File: src/dft_pkg.sv
// package: register map, reset values and timing constants for the dual fan tachometer counter
// What this block does
// counter restarts on tach edge or preload write
// restart on tach edge loads preload value
// counter saturates at 0xff, never wraps
// final count captured into read latch first
// second channel identical and fully independent
// threshold is AND of two count msbs
// threshold with enable raises microcontroller interrupt
// count follows half 1.966e6 over rpm*prescale
// latch invalid up to two pulses after preload
// preload rw reset 0x00, latch ro reset 0x00
// software sets preload 192 minus trigger count
// tach period gates 32.768 khz into counter
// prescale field 00/01/10/11 selects 1/2/4/8
// counter increments once per prescaled timebase tick
package dft_pkg;
   localparam int DFT_NCH = 2;
   localparam int DFT_CW = 8;
   localparam logic [15:0] DFT_A_LATCH_ADDR = 16'h7f9b;
   localparam logic [15:0] DFT_B_LATCH_ADDR = 16'h7f9c;
   localparam logic [15:0] DFT_A_PRELOAD_ADDR = 16'h7f9d;
   localparam logic [15:0] DFT_B_PRELOAD_ADDR = 16'h7f9e;
   localparam logic [7:0] DFT_PRELOAD_RST = 8'h00;
   localparam logic [7:0] DFT_LATCH_RST = 8'h00;
   localparam logic [7:0] DFT_COUNT_MAX = 8'hff;
   localparam logic [1:0] DFT_PRESCALE_RST = 2'h1;
   localparam int DFT_TB_MAX_CODE = 3;
   localparam int DFT_TB_DIV_W = 3;
   // timebase
   localparam int DFT_CLK_HZ = 250000000;
   localparam int DFT_TB_HZ = 32768;
   localparam int DFT_TB_CYCLES = DFT_CLK_HZ / DFT_TB_HZ;
   localparam int DFT_TB_CNT_W = 13;

   typedef struct packed {
      logic wr;
      logic rd;
      logic [15:0] addr;
      logic [7:0] wdata;
   } dft_req_t;
endpackage : dft_pkg

File: src/dft_counter.sv
// file: dual fan tachometer counter with preload, read latch and threshold detect
`timescale 1ns/1ps
module dft_counter import dft_pkg::*; #(
   parameter int TB_CYCLES = DFT_TB_CYCLES
) (
   input wire logic clk,
   input wire logic nrst,
   input wire logic fan_a_speed_input,
   input wire logic fan_b_speed_input,
   input wire dft_req_t req,
   input wire logic [1:0] prescale_a,
   input wire logic [1:0] prescale_b,
   input wire logic [1:0] irq_enable,
   output logic [7:0] rdata,
   output logic [1:0] threshold,
   output logic irq
);

   // timebase divider state
   logic [DFT_TB_CNT_W-1:0] tb_cnt_ff;
   logic [DFT_TB_CNT_W-1:0] nxt_tb_cnt;
   logic tb_tick_ff;
   logic nxt_tb_tick;

   // tach pin synchronisers and edge history
   logic [DFT_NCH-1:0] sync1_ff;
   logic [DFT_NCH-1:0] sync2_ff;
   logic [DFT_NCH-1:0] prev_ff;
   logic [DFT_NCH-1:0] rise;

   // per channel counting state
   logic [DFT_NCH-1:0] [DFT_CW-1:0] count_ff;
   logic [DFT_NCH-1:0] [DFT_CW-1:0] nxt_count;
   logic [DFT_NCH-1:0] [DFT_CW-1:0] latch_ff;
   logic [DFT_NCH-1:0] [DFT_CW-1:0] nxt_latch;
   logic [DFT_NCH-1:0] [DFT_CW-1:0] preload_ff;
   logic [DFT_NCH-1:0] [DFT_CW-1:0] nxt_preload;
   logic [DFT_NCH-1:0] [DFT_TB_DIV_W-1:0] div_ff;
   logic [DFT_NCH-1:0] [DFT_TB_DIV_W-1:0] nxt_div;
   logic [DFT_NCH-1:0] [DFT_TB_DIV_W-1:0] lim;
   logic [DFT_NCH-1:0] step;
   logic [DFT_NCH-1:0] pre_wr;
   logic [DFT_NCH-1:0] [1:0] psel;

   // bus side and status state
   logic [7:0] rdata_ff;
   logic [7:0] nxt_rdata;
   logic [DFT_NCH-1:0] thr_ff;
   logic [DFT_NCH-1:0] nxt_thr;
   logic irq_ff;
   logic nxt_irq;

   // prescale codes gathered per channel so the channel loop can index them
   assign psel[0] = prescale_a;
   assign psel[1] = prescale_b;

   // preload write decode, one strobe per channel
   assign pre_wr[0] = req.wr && (req.addr == DFT_A_PRELOAD_ADDR);
   assign pre_wr[1] = req.wr && (req.addr == DFT_B_PRELOAD_ADDR);

   // rising edge seen on the synchronised pin; idle low matches reset low
   assign rise = sync2_ff & ~prev_ff;

   // 32.768 khz timebase tick from the system clock
   always_comb begin
      nxt_tb_tick = (tb_cnt_ff == DFT_TB_CNT_W'(TB_CYCLES - 1));
      if (nxt_tb_tick) begin
         nxt_tb_cnt = '0;
      end else begin
         nxt_tb_cnt = tb_cnt_ff + 1'b1;
      end
   end

   // timebase registers
   always_ff @(posedge clk) begin
      if (!nrst) begin
         tb_cnt_ff <= '0;
         tb_tick_ff <= 1'b0;
      end else begin
         tb_cnt_ff <= nxt_tb_cnt;
         tb_tick_ff <= nxt_tb_tick;
      end
   end

   // two flops per pin before any logic looks at it, third keeps history
   always_ff @(posedge clk) begin
      if (!nrst) begin
         sync1_ff <= '0;
         sync2_ff <= '0;
         prev_ff <= '0;
      end else begin
         sync1_ff <= {fan_b_speed_input, fan_a_speed_input};
         sync2_ff <= sync1_ff;
         prev_ff <= sync2_ff;
      end
   end

   // per channel prescaler, counter, latch and preload
   for (genvar i = 0; i < DFT_NCH; i++) begin : g_ch

      // prescaler: one count step per 1, 2, 4 or 8 timebase ticks
      always_comb begin
         lim[i] = DFT_TB_DIV_W'((1 << psel[i]) - 1);
         step[i] = tb_tick_ff && (div_ff[i] >= lim[i]);
         nxt_div[i] = div_ff[i];
         if (rise[i] || pre_wr[i]) begin
            nxt_div[i] = '0; // restart aligns the divider to the new period
         end else if (tb_tick_ff) begin
            if (step[i]) begin
               nxt_div[i] = '0;
            end else begin
               nxt_div[i] = div_ff[i] + 1'b1;
            end
         end
      end

      // preload register; latch may read stale for two pulses after a write
      always_comb begin
         if (pre_wr[i]) begin
            nxt_preload[i] = req.wdata;
         end else begin
            nxt_preload[i] = preload_ff[i];
         end
      end

      // read latch takes the finished count before the restart
      always_comb begin
         if (rise[i]) begin
            nxt_latch[i] = count_ff[i];
         end else begin
            nxt_latch[i] = latch_ff[i];
         end
      end

      // pulse counter: write beats edge, edge beats step, saturates at top
      always_comb begin
         if (pre_wr[i]) begin
            nxt_count[i] = req.wdata;
         end else if (rise[i]) begin
            nxt_count[i] = preload_ff[i];
         end else if (step[i] && count_ff[i] != DFT_COUNT_MAX) begin
            nxt_count[i] = count_ff[i] + 1'b1;
         end else begin
            nxt_count[i] = count_ff[i];
         end
      end

      // channel registers
      always_ff @(posedge clk) begin
         if (!nrst) begin
            div_ff[i] <= '0;
            count_ff[i] <= '0;
            latch_ff[i] <= DFT_LATCH_RST;
            preload_ff[i] <= DFT_PRELOAD_RST;
         end else begin
            div_ff[i] <= nxt_div[i];
            count_ff[i] <= nxt_count[i];
            latch_ff[i] <= nxt_latch[i];
            preload_ff[i] <= nxt_preload[i];
         end
      end

      // threshold: both top count bits set means 192 or more
      always_comb begin
         nxt_thr[i] = &count_ff[i][DFT_CW-1:DFT_CW-2];
      end
   end

   // read mux; latch addresses are read only, unmapped reads give zero
   always_comb begin
      nxt_rdata = rdata_ff;
      if (req.rd) begin
         unique case (req.addr)
            DFT_A_LATCH_ADDR: nxt_rdata = latch_ff[0];
            DFT_B_LATCH_ADDR: nxt_rdata = latch_ff[1];
            DFT_A_PRELOAD_ADDR: nxt_rdata = preload_ff[0];
            DFT_B_PRELOAD_ADDR: nxt_rdata = preload_ff[1];
            default: nxt_rdata = 8'h00;
         endcase
      end
   end

   // read data register holds until the next read
   always_ff @(posedge clk) begin
      if (!nrst) begin
         rdata_ff <= 8'h00;
      end else begin
         rdata_ff <= nxt_rdata;
      end
   end

   // interrupt request uses next threshold so both move on one edge
   always_comb begin
      nxt_irq = |(nxt_thr & irq_enable);
   end

   // status registers
   always_ff @(posedge clk) begin
      if (!nrst) begin
         thr_ff <= '0;
         irq_ff <= 1'b0;
      end else begin
         thr_ff <= nxt_thr;
         irq_ff <= nxt_irq;
      end
   end

   // outputs straight from flops
   assign rdata = rdata_ff;
   assign threshold = thr_ff;
   assign irq = irq_ff;

endmodule : dft_counter

File: config.mk
export PLATFORM = sky130hd
export DESIGN_NAME = dft_counter
export DESIGN_NICKNAME = d
export VERILOG_FILES = /design/src/dft_pkg.sv /design/src/dft_counter.sv
export SDC_FILE = /design/constraint.sdc
export NUM_CORES = 1
export LEC_CHECK = 0
export BUFFER_PORTS_ARGS = -buffer_cell sky130_fd_sc_hd__buf_2
export CORE_MARGIN = 5
export CORE_UTILIZATION = 57
export CTS_CLUSTER_SIZE = 16
export DETAILED_ROUTE_END_ITERATION = 7
export GPL_ROUTABILITY_DRIVEN = 0
export PLACE_DENSITY = 0.78
export REMOVE_ABC_BUFFERS = 1
export SLEW_MARGIN = 20
export SYNTH_ARGS = -nofsm -noshare
export SYNTH_HDL_FRONTEND = slang
export SYNTH_SLANG_ARGS = --single-unit
export TNS_END_PERCENT = 100
File: constraint.sdc
create_clock -name clk -period 7 [get_ports clk]
set_clock_uncertainty 0.2 [all_clocks]
set_input_delay 0 -clock clk [delete_from_list [all_inputs] [get_ports clk]]
set_output_delay 0 -clock clk [all_outputs]
set_load 0.02 [all_outputs]
=== Yosys cells after proc, flatten, opt, wreduce, memory -nomap -nowiden ===
Index checks and enable logic that the tools add are counted.

* Register bits after elaboration: 85
* Input port bits: 36
* Output and inout bits: 11
* Logic and storage cells: 63

* Add/sub/neg operators: 7
* Magnitude comparators: 2
* Equal/unequal tests: 7
* Shift operators: 2
* Muxes and demuxes: 9
* Bitwise gates (word level): 4
* Reduce and logical (&&, ||, !) cells: 16

{| class="wikitable"
|+ Operators with widths
! operator !! count
|-
| $eq 16x15->1 const B || 4
|-
| $mux 8 || 6
|-
| $pmux 8 s4 || 1
|-
| $add 8x1->8 const B || 2
|-
| $ne 8x8->1 const B || 2
|-
| $add 13x1->13 const B || 1
|-
| $eq 13x13->1 const B || 1
|-
| $reduce_or 2->1 || 4
|-
| $add 3x1->3 const B || 2
|-
| $ge 3x3->1 || 2
|-
| $logic_and 1x1->1 || 6
|-
| $mux 3 || 2
|-
| $reduce_bool 3->1 || 2
|-
| $shl 1x2->3 const A || 2
|-
| $sub 3x2->3 const B || 2
|-
| $and 2x2->2 || 2
|-
| $reduce_and 2->1 || 2
|-
| $logic_or 1x1->1 || 2
|-
| $not 2->2 || 1
|-
| $not 1->1 || 1
|}

=== Longest topological paths before layout ===
* Depth in word-level cells: 8
* Mapped depth: 9
* Gate-level depth less buffers: 8

=== Worst setup path after synthesis ===
OpenSTA, ideal clock, no wires.

* Path kind: register to register
* From: reg div_ff[0] (netlist name)
* To: reg count_ff[4] (netlist name)
* Library setup time: 0.125 ns
* Arrival time: 1.862 ns
* Data required time: 6.675 ns
* Path slack: 4.813 ns
* Cell stages (with the launch flop): 10
* Buffers on the path: 1
* Period minus slack after synthesis: 2.187 ns
* Path through: dfxtp_1 > inv_1 > ha_1 > nand2b_1 > a211oi_1 > nor3_1 > or3_4 > buf_8 > o21ai_1 > a31oi_1

* Word-level cells in the longest chain between the ends: 4

{| class="wikitable"
|+ Ends and longest elaborated chain
! element !! RTL line !! text
|-
| from (decl) || dft_counter.sv:38 || <nowiki>logic [DFT_NCH-1:0] [DFT_TB_DIV_W-1:0] div_ff;</nowiki>
|-
| from (signal, indexed assignment) || dft_counter.sv:156 || <nowiki>div_ff[i] <= nxt_div[i];</nowiki>
|-
| $ge 3x3->1 || dft_counter.sv:104 || <nowiki>step[i] = tb_tick_ff && (div_ff[i] >= lim[i]);</nowiki>
|-
| $logic_and 1x1->1 || dft_counter.sv:104 ||
|-
| $logic_and 1x1->1 || dft_counter.sv:141 || <nowiki>end else if (step[i] && count_ff[i] != DFT_COUNT_MAX) begin</nowiki>
|-
| $reduce_bool 3->1 (no line) || - ||
|-
| to (signal, indexed assignment) || dft_counter.sv:157 || <nowiki>count_ff[i] <= nxt_count[i];</nowiki>
|-
| to (decl) || dft_counter.sv:32 || <nowiki>logic [DFT_NCH-1:0] [DFT_CW-1:0] count_ff;</nowiki>
|}

Every way passes these cells.
A chain may end at the register's enable or synchronous reset.

==> results_tabular.tex <==
\begin{tabular}{lr}
\hline
Metric & Value \\
\hline
\multicolumn{2}{l}{\textbf{GRT}} \\
Antenna violations before repair & 0 \\
Pin count of the biggest net entering global routing & 36 \\
Vias in the first global route & 3433 \\
Global route overflow & 0 \\
Global Route Usage Sum & 22.4\% \\
Wire length of the first global-routing pass & 15.7 mm \\
\multicolumn{2}{l}{\textbf{Layout}} \\
ANT cells & 0 \\
Most frequent standard cell in the layout excluding fill and tap cells & sky130\_fd\_sc\_hd\_\_nand2\_1 \\
Fill count & 615 \\
Share of layout cells above drive strength 1 & 16.4\% \\
Commonest cells after routing, fill and taps aside & sky130\_fd\_sc\_hd\_\_nand2\_1, sky130\_fd\_sc\_hd\_\_dfxtp\_1, sky130\_fd\_sc\_hd\_\_buf\_2, sky130\_fd\_sc\_hd\_\_nor2\_1, sky130\_fd\_sc\_hd\_\_a21oi\_1 \\
Net total in the final layout & 587 \\
Cell area after layout & 4800 µm² \\
Area Growth Syn to Fin & 15.0\% \\
\multicolumn{2}{l}{\textbf{Setup path}} \\
Required time of the critical path & 7.12 ns \\
Critical Path End Type & flop \\
Critical path class & input port to flop \\
Arrival time of the worst setup path & 2.71 ns \\
Critical-path maximum fanout & 35 \\
Setup crit start kind & input port \\
\multicolumn{2}{l}{\textbf{Clock tree}} \\
Worst-case clock buffer depth & 2 \\
TritonCTS clock tree & yes \\
Inserted Clock Buffers & 9 \\
Library cell used as clock root buffer & sky130\_fd\_sc\_hd\_\_clkbuf\_8 \\
Clock slew seen by the registers of the worst setup and hold paths & 0.09 ns \\
H-Tree Depth & 3 \\
Clock sink count & 85 \\
Clock insertion delay at the later pin of the skew report & 0.37 ns \\
Count of cells resized by post-cts repair & 0 \\
\multicolumn{2}{l}{\textbf{Routing}} \\
Post-detailed-route via-to-cell ratio & 5.66 \\
Via Count & 3640 \\
Wirelength per Cell & 15.5 µm \\
Router iterations before antenna repair & 5 \\
Drt initial violations & 268 \\
Number of nets still failing antenna checks after routing & 0 \\
DRC viols & 0 \\
Total detailed-routing wirelength & 9.99 mm \\
\multicolumn{2}{l}{\textbf{Synth}} \\
Share of the yosys chip area belonging to registers & 40.7\% \\
Post-Synthesis Mean Instance Area & 8.60 µm² \\
Dominant cell type by area after synthesis & sky130\_fd\_sc\_hd\_\_dfxtp\_1 \\
Post-synthesis instance total & 486 \\
Synthesized area & 4180 µm² \\
Leading post-synthesis cells by cell area & sky130\_fd\_sc\_hd\_\_dfxtp\_1, sky130\_fd\_sc\_hd\_\_nand2\_1, sky130\_fd\_sc\_hd\_\_ha\_1 \\
Cell variety after synth & 52 \\
Area share of the leading cell type in the synthesized netlist & 40.7\% \\
Flops \& latches, synth & 85 \\
YS warnings & 0 \\
\multicolumn{2}{l}{\textbf{Timing}} \\
Accumulated negative setup slack & 0 ns \\
Post-layout minimum cycle time & 2.59 ns \\
Period utilisation layout & 36.9\% \\
Worst hold margin & 0.0375 ns \\
Number of max-slew violations in the final report & 0 \\
Maximum clock frequency & 387 MHz \\
Worst-margin pin slew & 0.861 ns \\
Slew margin rel. & 42.6\% \\
Number of hold-slack violations in the final timing report & 0 \\
Unrepaired setup endpoints after global routing & no \\
Number of endpoints failing setup at the final stage & 0 \\
\multicolumn{2}{l}{\textbf{Place}} \\
Port buffer count & 46 \\
Placed wire-length estimate after detailed placement & 6.93 mm \\
Area after DPL & 4410 µm² \\
\multicolumn{2}{l}{\textbf{Die}} \\
Vertical die dimension & 95.6 µm \\
I/O pin count & 47 \\
Total Die Area & 9140 µm² \\
Initial standard-cell utilization of the core & 58.2\% \\
Core Region & 7180 µm² \\
Chip Width & 95.6 µm \\
Number of cell rows & 31 \\
\multicolumn{2}{l}{\textbf{Hold path}} \\
Type of the worst min-delay path & input port to flop \\
\multicolumn{2}{l}{\textbf{Job}} \\
Max-capacitance violation count & 0 \\
\multicolumn{2}{l}{\textbf{Power and ir drop}} \\
Reported leakage power & 0.00188 µW \\
Total power & 932 µW \\
PD cells & 194 nW/µm² \\
Peak supply drop & 0.140 mV \\
\multicolumn{2}{l}{\textbf{Outcome}} \\
Status & completed \\
\hline
\end{tabular}
==> synth_stat cells (all sizes together) <==
cell type / instances
nand2: 100
dfxtp: 85
nor2: 33
a21oi: 29
o21ai: 18
clkbuf: 16
nand3: 16
xor2: 16
ha: 12
a21boi: 11
inv: 11
xnor2: 11
o211ai: 10
and2: 9
mux2: 9
nor4: 9
a22o: 8
a22oi: 8
buf: 8
a211oi: 7
and3: 7
nand4: 7
nor2b: 7
mux2i: 5
or3: 5
a31oi: 4
nand2b: 4
nor3: 4
nor3b: 4
and4: 3
a311oi: 2
nand4b: 2
or2: 2
a21o: 1
nand3b: 1
nand4bb: 1
o211a: 1
==> registers in the layout, summed over array words and instances (netlist names) <==
register    cells
count_ff       16
prev_ff         2
tb_cnt_ff      13
irq             1
threshold       2
sync1_ff        2
sync2_ff        2
tb_tick_ff      1
latch_ff       16
preload_ff     16
rdata           8
div_ff          6
==> kinds of logic (layout without fill, tap and decap cells) <==
group                      after synthesis  count (layout)  synth area share (%)
and+or+nand+nor                        214             214                  26.8
muxes                                   14              14                  3.62
AOI/OAI and AO/OA                       99              99                  15.6
buffers and inverters                   35              93                  4.01
adders and majority gates               12              12                  3.59
DFF                                     85              85                  40.7
xor gates and xnor gates                27              27                  5.66
==> timing repair <==
item	4_1_cts	5_1_grt
hold endpoints to repair	52	0
setup endpoints to repair	0	0
hold buffers	19	0
setup buffers	0	0
==> layer usage <==
layer	track usage (%)	wire length [µm]	vias to the layer above
li1	-	-	1791
met1	27.4	4160	1717
met2	37.3	4970	114
met3	6.71	688	18
met4	7.58	172	0
met5	0	0	-
==> per-stage QoR <==
step / cells / worst slack (ns) / utilization, %
finish: 643 / 4.41 / 67.0
global route: 643 / 4.23 / 67.0
CTS: 643 / 4.50 / 67.0
detailed placement: 608 / 4.61 / 61.5
global placement: 608 / 4.67 / 61.5
floorplan: 462 / 4.86 / -
==> power by group <==
group,internal (µW),leakage (µW),switching (µW)
clock,175,0.0000995,181
sequential,491,0.000688,8.84
combinational,34.2,0.00110,41.7
total,701,0.00188,231
==> path summary, 6_finish.rpt <==
check / start / end / slack [ns] / cells past startpoint
worst min-delay path: req[18] / rdata[4] / 0.04 / 5
worst min register to register: sync1_ff[1] / sync2_ff[1] / 0.24 / 1
worst max-delay path: nrst / rdata[0] / 4.41 / 7
worst max register to register: div_ff[0] / count_ff[3] / 4.67 / 8
==> layout make-up <==
class	instances	area [µm²]	share of cell area, %
Clock buffer	11	141	2.94
Clock inverter	5	60.1	1.25
Inverter	11	41.3	0.859
Multi-Input combinational cell	366	2310	48.0
Sequential cell	85	1700	35.4
Tap cell	99	124	2.58
Timing Repair Buffer	66	428	8.91
==> worst max-delay path, stage by stage <==
cell and delay (ns):
sky130_fd_sc_hd__dlygate4sd3_1 0.53, sky130_fd_sc_hd__buf_2 0.51, sky130_fd_sc_hd__inv_2 0.41, sky130_fd_sc_hd__nor2_1 0.49, sky130_fd_sc_hd__nand2_1 0.11, sky130_fd_sc_hd__o21ai_0 0.08, sky130_fd_sc_hd__dlygate4sd3_1 0.55
(Power assumes the default switching activity.)
